File: config.mk
export PLATFORM = sky130hd
export DESIGN_NAME = mie_exec
export DESIGN_NICKNAME = d
export VERILOG_FILES = /design/src/mie_pkg.sv /design/src/mie_cycle_div.sv /design/src/mie_sub_borrow.sv /design/src/mie_exec.sv
export SDC_FILE = /design/constraint.sdc
export NUM_CORES = 1
export LEC_CHECK = 0
export BUFFER_PORTS_ARGS = -buffer_cell sky130_fd_sc_hd__buf_2
export CELL_PAD_IN_SITES_DETAIL_PLACEMENT = 1
export CELL_PAD_IN_SITES_GLOBAL_PLACEMENT = 2
export CORE_MARGIN = 2
export CORE_UTILIZATION = 30
export DETAILED_ROUTE_END_ITERATION = 8
export GPL_ROUTABILITY_DRIVEN = 0
export PLACE_DENSITY_LB_ADDON = 0.05
export REMOVE_ABC_BUFFERS = 1
export SLEW_MARGIN = 20
export SYNTH_ARGS = -nofsm -noshare
export SYNTH_HDL_FRONTEND = slang
export SYNTH_HIERARCHICAL = 1
export SYNTH_SLANG_ARGS = --single-unit
File: constraint.sdc
create_clock -name clk -period 7.3 [get_ports clk]
set_clock_uncertainty 0.2 [all_clocks]
set_input_delay 1.46 -clock clk [delete_from_list [all_inputs] [get_ports clk]]
set_output_delay 1.46 -clock clk [all_outputs]
set_load 0.02 [all_outputs]
File: src/mie_pkg.sv
// constants and opcode set for the instruction execute subset
// Function
// - power-down sets powerdown flag, clears expiry flag
// - power-down halts, stops clock, clears watchdog
// - increment byte into memory or accumulator, zero only
// - branch loads address field, takes two cycles
// - copies between memory, immediate, accumulator; no flags
// - idle instruction changes nothing, just advances
// - or into accumulator or memory, zero only
// - return pops counter, immediate form loads accumulator
// - interrupt exit pops counter, sets global enable
// - pending interrupt served before resuming main program
// - left rotate, bit seven wraps to zero
// - left rotate through carry, only carry changes
// - right rotate, bit zero wraps to seven
// - right rotate through carry, only carry changes
// - accumulator rotates leave source byte untouched
// - subtract operand and inverted carry from accumulator
// - carry clear on negative, set otherwise
// - subtract updates six arithmetic flags
// - decrement byte, skip on zero, two cycles only when it skips
// - accumulator decrement form keeps memory, skips on result
// - fill byte writes all ones, no flags
// - set bit forces one bit, no flags
package mie_pkg;

  typedef logic [4:0] mie_op_t;

  localparam mie_op_t OP_IDLE = 5'h00;
  localparam mie_op_t OP_POWERDOWN = 5'h01;
  localparam mie_op_t OP_INC_MEM = 5'h02;
  localparam mie_op_t OP_INC_ACC = 5'h03;
  localparam mie_op_t OP_BRANCH = 5'h04;
  localparam mie_op_t OP_COPY_MEM_ACC = 5'h05;
  localparam mie_op_t OP_COPY_IMM_ACC = 5'h06;
  localparam mie_op_t OP_COPY_ACC_MEM = 5'h07;
  localparam mie_op_t OP_UNION_MEM_ACC = 5'h08;
  localparam mie_op_t OP_UNION_IMM_ACC = 5'h09;
  localparam mie_op_t OP_UNION_INTO_RAM = 5'h0a;
  localparam mie_op_t OP_POP_PC = 5'h0b;
  localparam mie_op_t OP_POP_PC_IMM = 5'h0c;
  localparam mie_op_t OP_INTERRUPT_EXIT = 5'h0d;
  localparam mie_op_t OP_ROTL_MEM = 5'h0e;
  localparam mie_op_t OP_ROTL_ACC = 5'h0f;
  localparam mie_op_t OP_ROTLC_MEM = 5'h10;
  localparam mie_op_t OP_ROTLC_ACC = 5'h11;
  localparam mie_op_t OP_ROTR_MEM = 5'h12;
  localparam mie_op_t OP_ROTR_ACC = 5'h13;
  localparam mie_op_t OP_ROTRC_MEM = 5'h14;
  localparam mie_op_t OP_ROTRC_ACC = 5'h15;
  localparam mie_op_t OP_SUBB_MEM_ACC = 5'h16;
  localparam mie_op_t OP_SUBB_IMM_ACC = 5'h17;
  localparam mie_op_t OP_SUBB_INTO_RAM = 5'h18;
  localparam mie_op_t OP_DEC_SKIP_MEM = 5'h19;
  localparam mie_op_t OP_DEC_SKIP_ACC = 5'h1a;
  localparam mie_op_t OP_FILL_BYTE = 5'h1b;
  localparam mie_op_t OP_SET_BIT = 5'h1c;

  typedef enum logic [2:0] {
    ST_EXEC = 3'b001,
    ST_DUMMY = 3'b010,
    ST_HALT = 3'b100
  } mie_state_t;

  // system clocks per instruction cycle
  localparam int CYCLE_DIV = 4;
  localparam logic [7:0] ACC_RESET = 8'h00;
  localparam logic [7:0] BYTE_ALL_ONES = 8'hff;
  localparam logic [7:0] BYTE_ONE = 8'h01;
  localparam int PC_STEP = 1;
  localparam int PC_SKIP_STEP = 2;

endpackage

File: src/mie_cycle_div.sv
// divider giving one instruction-cycle enable pulse
`timescale 1ns/100ps
module mie_cycle_div #(
  parameter int DIV = mie_pkg::CYCLE_DIV
) (
  // clock and reset
  input wire logic clk,
  input wire logic nrst,
  // enable pulse
  output logic cyc_en
);
  logic [7:0] cnt;
  logic [7:0] next_cnt;
  logic next_cyc_en;

  always_comb
  begin
    next_cnt = cnt + 8'h01;
    next_cyc_en = 1'b0;
    if (cnt == 8'(DIV - 1))
    begin
      next_cnt = 8'h00;
      next_cyc_en = 1'b1;
    end
  end

  always_ff @(posedge clk or negedge nrst)
  begin
    if (!nrst)
    begin
      cnt <= 8'h00;
      cyc_en <= 1'b0;
    end
    else
    begin
      cnt <= next_cnt;
      cyc_en <= next_cyc_en;
    end
  end
endmodule // mie_cycle_div

File: src/mie_sub_borrow.sv
// 8-bit subtractor with borrow and arithmetic flag outputs
`timescale 1ns/100ps
module mie_sub_borrow (
  // operands
  input wire logic [7:0] minuend,
  input wire logic [7:0] subtrahend,
  input wire logic carry_in,
  // result and flags
  output logic [7:0] diff,
  output logic carry_out,
  output logic half_out,
  output logic wrap_out,
  output logic signed_out
);
  logic [8:0] full;
  logic [4:0] low;

  // a - b - !c done as a + ~b + c, so carry out means no borrow
  always_comb
  begin
    full = {1'b0, minuend} + {1'b0, ~subtrahend} + {8'h00, carry_in};
    low = {1'b0, minuend[3:0]} + {1'b0, ~subtrahend[3:0]} + {4'h0, carry_in};
    diff = full[7:0];
    carry_out = full[8];
    half_out = low[4];
    wrap_out = (minuend[7] ^ subtrahend[7]) & (minuend[7] ^ full[7]);
    // sign of the true result, valid even when the byte wrapped
    signed_out = full[7] ^ wrap_out;
  end
endmodule // mie_sub_borrow

File: src/mie_exec.sv
// execute stage for the power-down, move, or, return, rotate, subtract and set group
`timescale 1ns/100ps
module mie_exec #(
  parameter int PC_W = 13,
  parameter int MA_W = 9,
  parameter logic [12:0] IRQ_VECTOR = 13'h0004
) (
  // clock and reset
  input wire logic clk,
  input wire logic nrst,
  // decoded instruction
  input wire logic instr_valid,
  input wire logic [4:0] instr_op,
  input wire logic [PC_W-1:0] instr_addr,
  input wire logic [MA_W-1:0] instr_mem_addr,
  input wire logic [7:0] instr_imm,
  input wire logic [2:0] instr_bit,
  // data memory and stack
  input wire logic [7:0] mem_rdata,
  input wire logic [PC_W-1:0] stack_top,
  // interrupt and wake
  input wire logic irq_pending,
  input wire logic wake,
  // architectural state
  output logic [PC_W-1:0] pc,
  output logic [7:0] acc,
  output logic carry_flag,
  output logic zero_flag,
  output logic half_carry_flag,
  output logic arith_wrap_flag,
  output logic signed_result_flag,
  output logic chained_zero_flag,
  output logic powerdown_flag,
  output logic wdt_expired_flag,
  output logic global_irq_enable,
  // memory and stack strobes
  output logic mem_we,
  output logic [MA_W-1:0] mem_addr,
  output logic [7:0] mem_wdata,
  output logic stack_pop,
  output logic stack_push,
  output logic [PC_W-1:0] stack_push_data,
  // status strobes
  output logic instr_taken,
  output logic dummy_cycle,
  output logic clock_stop,
  output logic wdt_clear,
  output logic irq_ack
);
  localparam int SVC_WAIT = 16;

  mie_pkg::mie_state_t state, next_state;
  logic cyc_en;
  logic go;
  logic svc_pending, next_svc_pending;
  logic [PC_W-1:0] next_pc;
  logic [7:0] next_acc;
  logic next_carry, next_zero, next_half, next_wrap, next_signed, next_chain;
  logic next_pdf, next_wdt_exp, next_gie;
  logic next_mem_we, next_stack_pop, next_stack_push, next_taken, next_irq_ack;
  logic next_wdt_clear;
  logic [MA_W-1:0] next_mem_addr;
  logic [7:0] next_mem_wdata;
  logic [PC_W-1:0] next_push_data;
  logic [7:0] sub_b, sub_diff, inc_val, dec_val, bit_mask;
  logic sub_c, sub_h, sub_w, sub_s, sub_dest_ram;

  mie_cycle_div #(
    .DIV(mie_pkg::CYCLE_DIV)
  ) u_div (
    .clk(clk),
    .nrst(nrst),
    .cyc_en(cyc_en)
  );

  mie_sub_borrow u_sub (
    .minuend(acc),
    .subtrahend(sub_b),
    .carry_in(carry_flag),
    .diff(sub_diff),
    .carry_out(sub_c),
    .half_out(sub_h),
    .wrap_out(sub_w),
    .signed_out(sub_s)
  );

  // instructions are only taken on an instruction-cycle edge
  assign go = (state == mie_pkg::ST_EXEC) && cyc_en && instr_valid;
  assign sub_b = (instr_op == mie_pkg::OP_SUBB_IMM_ACC) ? instr_imm : mem_rdata;
  assign sub_dest_ram = (instr_op == mie_pkg::OP_SUBB_INTO_RAM);
  assign inc_val = mem_rdata + mie_pkg::BYTE_ONE;
  assign dec_val = mem_rdata - mie_pkg::BYTE_ONE;
  assign bit_mask = mie_pkg::BYTE_ONE << instr_bit;

  always_comb
  begin
    next_state = state;
    next_svc_pending = svc_pending;
    next_pc = pc;
    next_acc = acc;
    next_carry = carry_flag;
    next_zero = zero_flag;
    next_half = half_carry_flag;
    next_wrap = arith_wrap_flag;
    next_signed = signed_result_flag;
    next_chain = chained_zero_flag;
    next_pdf = powerdown_flag;
    next_wdt_exp = wdt_expired_flag;
    next_gie = global_irq_enable;
    next_mem_we = 1'b0;
    next_mem_addr = mem_addr;
    next_mem_wdata = mem_wdata;
    next_stack_pop = 1'b0;
    next_stack_push = 1'b0;
    next_push_data = stack_push_data;
    next_taken = 1'b0;
    next_irq_ack = 1'b0;
    next_wdt_clear = 1'b0;
    unique case (state)
      mie_pkg::ST_HALT:
      begin
        // contents are retained; only a wake resumes the cycle stream
        if (cyc_en && wake)
          next_state = mie_pkg::ST_EXEC;
      end
      mie_pkg::ST_DUMMY:
      begin
        if (cyc_en)
        begin
          next_state = mie_pkg::ST_EXEC;
          if (svc_pending)
          begin
            next_svc_pending = 1'b0;
            next_stack_push = 1'b1;
            next_push_data = pc;
            next_pc = PC_W'(IRQ_VECTOR);
            next_gie = 1'b0;
            next_irq_ack = 1'b1;
          end
        end
      end
      mie_pkg::ST_EXEC:
      begin
        if (go)
        begin
          next_taken = 1'b1;
          next_pc = pc + PC_W'(mie_pkg::PC_STEP);
          next_mem_addr = instr_mem_addr;
          unique case (instr_op)
            mie_pkg::OP_POWERDOWN:
            begin
              next_pdf = 1'b1;
              next_wdt_exp = 1'b0;
              next_wdt_clear = 1'b1;
              next_state = mie_pkg::ST_HALT;
            end
            mie_pkg::OP_INC_MEM:
            begin
              next_mem_we = 1'b1;
              next_mem_wdata = inc_val;
              next_zero = (inc_val == 8'h00);
            end
            mie_pkg::OP_INC_ACC:
            begin
              next_acc = inc_val;
              next_zero = (inc_val == 8'h00);
            end
            mie_pkg::OP_BRANCH:
            begin
              next_pc = instr_addr;
              next_state = mie_pkg::ST_DUMMY;
            end
            mie_pkg::OP_COPY_MEM_ACC: next_acc = mem_rdata;
            mie_pkg::OP_COPY_IMM_ACC: next_acc = instr_imm;
            mie_pkg::OP_COPY_ACC_MEM:
            begin
              next_mem_we = 1'b1;
              next_mem_wdata = acc;
            end
            mie_pkg::OP_UNION_MEM_ACC:
            begin
              next_acc = acc | mem_rdata;
              next_zero = ((acc | mem_rdata) == 8'h00);
            end
            mie_pkg::OP_UNION_IMM_ACC:
            begin
              next_acc = acc | instr_imm;
              next_zero = ((acc | instr_imm) == 8'h00);
            end
            mie_pkg::OP_UNION_INTO_RAM:
            begin
              next_mem_we = 1'b1;
              next_mem_wdata = acc | mem_rdata;
              next_zero = ((acc | mem_rdata) == 8'h00);
            end
            mie_pkg::OP_POP_PC, mie_pkg::OP_POP_PC_IMM:
            begin
              next_pc = stack_top;
              next_stack_pop = 1'b1;
              next_state = mie_pkg::ST_DUMMY;
              if (instr_op == mie_pkg::OP_POP_PC_IMM)
                next_acc = instr_imm;
            end
            mie_pkg::OP_INTERRUPT_EXIT:
            begin
              next_pc = stack_top;
              next_stack_pop = 1'b1;
              next_gie = 1'b1;
              next_state = mie_pkg::ST_DUMMY;
              next_svc_pending = irq_pending;
            end
            mie_pkg::OP_ROTL_MEM:
            begin
              next_mem_we = 1'b1;
              next_mem_wdata = {mem_rdata[6:0], mem_rdata[7]};
            end
            mie_pkg::OP_ROTL_ACC: next_acc = {mem_rdata[6:0], mem_rdata[7]};
            mie_pkg::OP_ROTLC_MEM:
            begin
              next_mem_we = 1'b1;
              next_mem_wdata = {mem_rdata[6:0], carry_flag};
              next_carry = mem_rdata[7];
            end
            mie_pkg::OP_ROTLC_ACC:
            begin
              next_acc = {mem_rdata[6:0], carry_flag};
              next_carry = mem_rdata[7];
            end
            mie_pkg::OP_ROTR_MEM:
            begin
              next_mem_we = 1'b1;
              next_mem_wdata = {mem_rdata[0], mem_rdata[7:1]};
            end
            mie_pkg::OP_ROTR_ACC: next_acc = {mem_rdata[0], mem_rdata[7:1]};
            mie_pkg::OP_ROTRC_MEM:
            begin
              next_mem_we = 1'b1;
              next_mem_wdata = {carry_flag, mem_rdata[7:1]};
              next_carry = mem_rdata[0];
            end
            mie_pkg::OP_ROTRC_ACC:
            begin
              next_acc = {carry_flag, mem_rdata[7:1]};
              next_carry = mem_rdata[0];
            end
            mie_pkg::OP_SUBB_MEM_ACC, mie_pkg::OP_SUBB_IMM_ACC, mie_pkg::OP_SUBB_INTO_RAM:
            begin
              if (sub_dest_ram)
              begin
                next_mem_we = 1'b1;
                next_mem_wdata = sub_diff;
              end
              else
                next_acc = sub_diff;
              next_carry = sub_c;
              next_zero = (sub_diff == 8'h00);
              next_half = sub_h;
              next_wrap = sub_w;
              next_signed = sub_s;
              next_chain = (sub_diff == 8'h00) & chained_zero_flag;
            end
            mie_pkg::OP_DEC_SKIP_MEM, mie_pkg::OP_DEC_SKIP_ACC:
            begin
              if (instr_op == mie_pkg::OP_DEC_SKIP_ACC)
                next_acc = dec_val;
              else
              begin
                next_mem_we = 1'b1;
                next_mem_wdata = dec_val;
              end
              if (dec_val == 8'h00)
              begin
                next_pc = pc + PC_W'(mie_pkg::PC_SKIP_STEP);
                next_state = mie_pkg::ST_DUMMY;
              end
            end
            mie_pkg::OP_FILL_BYTE:
            begin
              next_mem_we = 1'b1;
              next_mem_wdata = mie_pkg::BYTE_ALL_ONES;
            end
            mie_pkg::OP_SET_BIT:
            begin
              next_mem_we = 1'b1;
              next_mem_wdata = mem_rdata | bit_mask;
            end
            // idle and unknown codes only advance
            default: ;
          endcase
        end
      end
      default: next_state = mie_pkg::ST_EXEC;
    endcase
  end

  always_ff @(posedge clk or negedge nrst)
  begin
    if (!nrst)
    begin
      state <= mie_pkg::ST_EXEC;
      svc_pending <= 1'b0;
      pc <= '0;
      acc <= mie_pkg::ACC_RESET;
      carry_flag <= 1'b0;
      zero_flag <= 1'b0;
      half_carry_flag <= 1'b0;
      arith_wrap_flag <= 1'b0;
      signed_result_flag <= 1'b0;
      // empty chain counts as zero, else the and-chain could never leave 0
      chained_zero_flag <= 1'b1;
      powerdown_flag <= 1'b0;
      wdt_expired_flag <= 1'b0;
      global_irq_enable <= 1'b0;
    end
    else
    begin
      state <= next_state;
      svc_pending <= next_svc_pending;
      pc <= next_pc;
      acc <= next_acc;
      carry_flag <= next_carry;
      zero_flag <= next_zero;
      half_carry_flag <= next_half;
      arith_wrap_flag <= next_wrap;
      signed_result_flag <= next_signed;
      chained_zero_flag <= next_chain;
      powerdown_flag <= next_pdf;
      wdt_expired_flag <= next_wdt_exp;
      global_irq_enable <= next_gie;
    end
  end

  // strobes other than dummy_cycle and clock_stop are one clock wide, the memory side must act on that edge
  always_ff @(posedge clk or negedge nrst)
  begin
    if (!nrst)
    begin
      mem_we <= 1'b0;
      mem_addr <= '0;
      mem_wdata <= 8'h00;
      stack_pop <= 1'b0;
      stack_push <= 1'b0;
      stack_push_data <= '0;
      instr_taken <= 1'b0;
      dummy_cycle <= 1'b0;
      clock_stop <= 1'b0;
      wdt_clear <= 1'b0;
      irq_ack <= 1'b0;
    end
    else
    begin
      mem_we <= next_mem_we;
      mem_addr <= next_mem_addr;
      mem_wdata <= next_mem_wdata;
      stack_pop <= next_stack_pop;
      stack_push <= next_stack_push;
      stack_push_data <= next_push_data;
      instr_taken <= next_taken;
      dummy_cycle <= (next_state == mie_pkg::ST_DUMMY);
      clock_stop <= (next_state == mie_pkg::ST_HALT);
      wdt_clear <= next_wdt_clear;
      irq_ack <= next_irq_ack;
    end
  end

  chk_halt_flags: assert property (@(posedge clk) disable iff (!nrst)
    go && instr_op == mie_pkg::OP_POWERDOWN |=> powerdown_flag && !wdt_expired_flag
      && wdt_clear && clock_stop)
    else $error("power-down did not set flags or halt");

  chk_branch_load: assert property (@(posedge clk) disable iff (!nrst)
    go && instr_op == mie_pkg::OP_BRANCH |=> pc == $past(instr_addr) && dummy_cycle)
    else $error("branch target or dummy cycle missing");

  chk_idle_quiet: assert property (@(posedge clk) disable iff (!nrst)
    go && instr_op == mie_pkg::OP_IDLE |=> pc == $past(pc) + PC_W'(1) && $stable(acc)
      && !mem_we && $stable(carry_flag) && $stable(zero_flag) && !dummy_cycle)
    else $error("idle instruction changed state");

  chk_exit_enable: assert property (@(posedge clk) disable iff (!nrst)
    go && instr_op == mie_pkg::OP_INTERRUPT_EXIT |=> global_irq_enable && stack_pop
      && pc == $past(stack_top))
    else $error("interrupt exit did not pop or enable");

  chk_pending_served: assert property (@(posedge clk) disable iff (!nrst)
    go && instr_op == mie_pkg::OP_INTERRUPT_EXIT && irq_pending
      |-> ##[1:SVC_WAIT] (irq_ack && stack_push && pc == IRQ_VECTOR))
    else $error("pending interrupt not served after exit");

  chk_rotl_carry: assert property (@(posedge clk) disable iff (!nrst)
    go && instr_op == mie_pkg::OP_ROTLC_ACC |=> carry_flag == $past(mem_rdata[7])
      && acc == {$past(mem_rdata[6:0]), $past(carry_flag)} && !mem_we)
    else $error("left rotate through carry wrong");

  chk_sub_carry: assert property (@(posedge clk) disable iff (!nrst)
    go && instr_op == mie_pkg::OP_SUBB_IMM_ACC |=> carry_flag ==
      ({1'b0, $past(acc)} >= ({1'b0, $past(instr_imm)} + {8'h00, !$past(carry_flag)})))
    else $error("subtract carry does not reflect sign");

  chk_dec_skip: assert property (@(posedge clk) disable iff (!nrst)
    go && instr_op == mie_pkg::OP_DEC_SKIP_MEM |=> mem_we
      && (dummy_cycle == (mem_wdata == 8'h00)))
    else $error("decrement skip mismatch");

  chk_fill_byte: assert property (@(posedge clk) disable iff (!nrst)
    go && instr_op == mie_pkg::OP_FILL_BYTE |=> mem_we && mem_wdata == 8'hff
      && $stable(zero_flag) && $stable(carry_flag))
    else $error("fill byte wrong");

  chk_single_cycle: assert property (@(posedge clk) disable iff (!nrst)
    go && instr_op == mie_pkg::OP_UNION_INTO_RAM |=> !dummy_cycle && mem_we
      && mem_wdata == ($past(acc) | $past(mem_rdata)))
    else $error("or into memory wrong or slow");
endmodule // mie_exec

==> Word level (Yosys, flattened, before mapping) <==
Index checks and enable logic that the tools add are counted.
W data, S select, Z words.
{ "totals": {"register_bits": 79, "latchBits": 0, "ramBits": 0, "mem_bits_ro": 0, "inputBits": 64, "out_inout_bits": 68, "word_cells": 170, "memories": 0} }
{ "op_classes": {"addsub": 9, "n_mul": 0, "div_mod_pow": 0, "order_cmp": 0, "n_eq_ne": 43, "shifts": 1, "muxes": 49, "bitwise_logic": 10, "n_reduce_logical": 34} }
{ "op_table": {"columns": ["op", "count"], "rows": [
  ["$pmux W8 S12", 1],
  ["$pmux W8 S11", 1],
  ["$eq A5 B5 Y1 const B", 13],
  ["$mux W8", 7],
  ["$mux W13", 4],
  ["$eq A5 B4 Y1 const B", 8],
  ["$logic_not A8 Y1", 5],
  ["$pmux W13 S3", 1],
  ["$pmux W13 S2", 1],
  ["$or A8 B8 Y8", 3],
  ["$mux W1", 23],
  ["$eq A5 B3 Y1 const B", 4],
  ["$pmux W3 S3", 2],
  ["$add A8 B1 Y8 const B", 2],
  ["$reduce_and A3 Y1", 5],
  ["$ne A2 B2 Y1 const B", 7],
  ["$add A13 B1 Y13 const B", 1],
  ["$add A13 B2 Y13 const B", 1],
  ["$mux W3", 4],
  ["$reduce_bool A12 Y1", 1],
  ["$reduce_or A2 Y1", 6],
  ["$reduce_bool A11 Y1", 1],
  ["$eq A5 B2 Y1 const B", 2],
  ["$reduce_and A5 Y1", 2],
  ["other kinds (29)", 41]
]} }

==> Depth between registers and ports, before layout <==
{ "logic_depth": {"ltp_word": 8, "depth_mapped": 20, "ltp_nobuf": 16} }

==> Hierarchy <==
The synthesis kept the hierarchy.
{ "modules_own_cells": {"columns": ["module", "instances", "cells_each", "area_per_inst_um2"], "rows": [
  ["mie_exec", 1, 659, 5421.4],
  ["mie_cycle_div", 1, 30, 384.1],
  ["mie_sub_borrow", 1, 48, 370.4]
]} }

==> Worst setup path after synthesis <==
No wires, ideal clock.
{ "synth_timing": {"path_type": "input to register", "startpoint": "input instr_op[4]", "endpoint": "register zero_flag", "setup_time_ns": 0.082, "arrival_ns": 5.162, "required_time_ns": 7.018, "slack_ns": 1.856, "cell_stages": 18, "cell_sequence": "buf_2 -> buf_2 -> buf_1 -> nand3b_1 -> nor2_1 -> clkbuf_1 -> o21ai_0 -> fa_1 -> nor2b_4 -> o21a_1 -> a311o_1 -> a31oi_1 -> fa_1 -> inv_1 -> or4_1 -> nor2_1 -> a221oi_1 -> a31oi_1"} }
{ "synth_between": {"elab_chain_cells": 7} }
{ "synth_lines": {"columns": ["item", "line", "source"], "rows": [
  ["start: declaration", "mie_exec.sv:13", "input wire logic [4:0] instr_op,"],
  ["$eq A5 B5 Y1", "mie_exec.sv:89", "assign sub_b = (instr_op == mie_pkg::OP_SUBB_IMM_ACC) ? instr_imm : mem_rdata;"],
  ["$mux W8", "mie_exec.sv:89", null],
  ["named net sub_b[0]", "mie_exec.sv:65", "logic [7:0] sub_b, sub_diff, inc_val, dec_val, bit_mask;"],
  ["$not A8 Y8", "mie_sub_borrow.sv:21", "full = {1'b0, minuend} + {1'b0, ~subtrahend} + {8'h00, carry_in};"],
  ["$add A8 B8 Y9", "mie_sub_borrow.sv:21", null],
  ["$add A9 B1 Y9", "mie_sub_borrow.sv:21", null],
  ["named net sub_diff[7]", "mie_exec.sv:65", null],
  ["$logic_not A8 Y1", "mie_exec.sv:256", "next_zero = (sub_diff == 8'h00);"],
  ["$pmux W1 S4", "mie_exec.sv:149", "unique case (instr_op)"],
  ["end signal: assignment", "mie_exec.sv:322", "zero_flag <= next_zero;"],
  ["end: declaration", "mie_exec.sv:28", "output logic zero_flag,"]
]} }
The timed path passes the listed nets, and every way through them passes these cells.
A chain may end at the register's enable or synchronous reset.

==> Worst setup path in the final report <==
{ "layout_timing": {"startpoint": "input instr_op[1]", "endpoint": "register zero_flag"} }
The elaborated chain is that of the path after synthesis.

==> out/qor.csv <==
metric;value;unit
status;complete, no violations;
Worst Hold Class;flop to flop;
Comb pwr share;32.4;%
M1 WL;11500;microns
CTS Sinks;79;
htree depth;3;
worst skew pair latency;350;ps
Num CTS Buffers;9;
met2 wire length;11200;microns
Internal Pwr Total;0.000993;W
worst hold start;powerdown_flag$_DFFE_PN0P_;
Fin. Hold Viols;0;
Critical Path RT;7370;ps
Post-synth EDFFs;0;
Most used DFF post-synth;dfrtp_1;
CP Launch Point;instr_op[1];
final setup vio count;0;
Critical Path Sink Type;flop;
PostCTS Resize Cnt;0;
vias in the first global route;6490;
Post-route DRC;0;
fillers;2443;
origin of the critical flop-to-flop path;acc[0]$_DFFE_PN0P_;
max-slew violations;0;
root buf cell;clkbuf_16;
I/O pins;132;
final WL;24800;microns
CTS Hold Buffers Added;0;
post-layout net count;914;
Starting Density;30.5;%
core outline area;20200;sq um
CTS tree;done;
minimum clock period;5780;ps
overall power;0.00163;W
Synth warnings;6;
unrepaired setup endpoints after global routing;false;
crit share post-route;79.1;%
Rel. slew slack;28.2;%
ant diodes;0;
ratio of cells with drive above 1 in the final layout;23.6;%
sw frac;39.0;%
Die ar.;21800;sq um
grt ovf;0;
synthesis-stage register bit count;79;
maximum vdd drop;0.000113;V
Post-CTS Setup Inserts;0;
Post-DP HPWL;18400;microns
row count;52;
Vias/cell;5.72;
max cap viols;0;
antenna violations before repair;0;
Die Ht;147;microns
Max Clk Rate;0.173;GHz
Layout area overhead;18.2;%
met3 wire length;1580;microns
sequential share of power;36.0;%
Pre-Repair DR Iteration Count;6;
ys async rst share;100;%
Cells after Synth;737;
Avg Cell Area, Syn;8.38;sq um
Pwr Density;223;nW/um^2
maximum fanout along the worst path;33;
share of the synthesized area in the top cell type;31.2;%
setup tns final;0;ps
worst slew pin tran;1070;ps
Net Switching;0.000635;W
CTS max path bufs;2;
final antenna-violating net count;0;
area leader, netlist;dfrtp_1;
Static Leak;3.22;nW
clock share of power;31.7;%
GRT Total Usage;22.9;%
kind of critical path;input port to flop;
port bufs;130;
maximum number of pins on one net before global-route repair;71;
crit start category;input port;
Vias;6344;
Seq/Total Area, Yosys;32.1;%
synthesized cell area;6180;sq um
post-synthesis cell type count;81;
Area contributors post-synth;dfrtp_1 (31%), nand2_1 (5.2%), mux2_2 (4.7%);
routed length per placed instance;22.4;microns
clock-pin slew on the worst setup and hold paths;70;ps
die width;147;microns
arrival time of the worst setup path;5850;ps
initial drt markers;468;
Max Used Layer;met4;
first-pass GRT wire length;38600;microns
## cell type report
cell class | count | area, sq um | area share (%)
inverters | 33 | 124 | 1.70
clock buffers | 9 | 225 | 3.09
flip-flops and latches | 79 | 1980 | 27.1
repair buffers | 134 | 683 | 9.36
well taps | 270 | 338 | 4.63
clock inverters | 7 | 103 | 1.41
multi-input cells | 577 | 3850 | 52.7
## final timing paths
| check | to | slack, ps | depth (start not counted) |
|---|---|---|---|
| max | zero_flag$_DFFE_PN0P_ | 1520 | 15 |
| min | powerdown_flag$_DFFE_PN0P_ | 270 | 1 |
| max reg2reg | zero_flag$_DFFE_PN0P_ | 3670 | 12 |
| min reg2reg | powerdown_flag$_DFFE_PN0P_ | 270 | 1 |
| max in group asynchronous | mem_wdata[7]$_DFFE_PN0P_ | 4890 | 2 |
| min in group asynchronous | acc[0]$_DFFE_PN0P_ | 750 | 1 |
## cells by family after synthesis
| logic type | count (synthesis) | share of synthesized area (%) |
|---|---|---|
| other cells | 1 | 0.0607 |
| compound gates | 216 | 24.9 |
| buf+inv | 81 | 5.73 |
| fa+ha+maj | 16 | 3.61 |
| mux | 28 | 5.06 |
| flops | 79 | 32.1 |
| xor+xnor | 36 | 5.11 |
| simple gates | 280 | 23.5 |
## cells in the mapped netlist, drive strengths merged, types with 3 or more instances
library cell / number
nor3: 15
nand2: 85
xnor2: 24
o21bai: 3
clkbuf: 21
nor2: 55
nand4: 11
nor4: 10
nand3b: 8
o21a: 8
a32oi: 8
dfrtp: 77
and2: 6
buf: 27
a21oi: 40
or4: 6
nor2b: 10
xor2: 12
nor3b: 4
and3: 10
o21ai: 40
nor4b: 4
nand2b: 10
ha: 13
a31oi: 12
a221oi: 11
a22o: 10
a222oi: 10
o31ai: 5
a21o: 6
inv: 31
and4: 5
nand3: 33
and3b: 3
fa: 3
o211ai: 4
a22oi: 20
mux2: 26
a211oi: 5
o22ai: 6
o2bb2ai: 4
## power by group through the flow
stage                     registers (W)  clock network [W]  logic [W]
after floorplan                0.000624                  0   0.000256
after global placement         0.000592                  0   0.000510
after detailed placement       0.000593                  0   0.000522
after CTS                      0.000585           0.000534   0.000524
after global routing           0.000595           0.000555   0.000572
final                          0.000585           0.000516   0.000527
## layout by cell type (no fill, tap or decap), drive strengths merged, types with 11 or more instances in the layout
| cell | instances |
|---|---|
| xor2 | 12 |
| a221oi | 11 |
| mux2 | 26 |
| dfrtp | 77 |
| nand3 | 33 |
| ha | 13 |
| xnor2 | 24 |
| nor3 | 15 |
| nand2 | 85 |
| a21oi | 40 |
| a22oi | 20 |
| o21ai | 40 |
| inv | 34 |
| nor2 | 55 |
| a31oi | 12 |
| buf | 134 |
| nand4 | 11 |
## registers in the layout (all words and copies together) (netlist names), 3 cells and up
name and count:
mem_wdata 8, pc 13, acc 8, u_div/cnt 8, state 3, stack_push_data 13
mem_addr 9
## critical path: stages
cell and delay, ps:
buf_2 480, nand2_1 250, nor2_1 690, o21ai_0 240, fa_1 520, nor2b_4 130, o21a_1 150, a311o_1 220
a31oi_1 120, fa_1 540, inv_1 100, or4_1 410, nor2_1 190, a221oi_1 110, a31oi_1 200
## through the flow
stage	instance area, sq um	instances	worst slack, ps	utilization (%)	hold slack (ps)
2_1_floorplan	5950	689	2410	-	247
3_3_place_gp	6970	1093	1460	34.4	247
3_5_place_dp	6970	1093	1280	34.4	252
4_1_cts	7290	1109	1630	36.1	272
5_1_grt	7300	1109	1300	36.1	279
6_report	7300	1109	1520	36.1	267
## metal layers
| layer | vias to the layer above | track usage (%) |
|---|---|---|
| li1 | 2923 | - |
| met1 | 3163 | 32.1 |
| met2 | 222 | 35.4 |
| met3 | 36 | 5.37 |
| met4 | 0 | 6.54 |
| met5 | - | 0 |
Note: power is estimated with default switching activity, not from simulation.
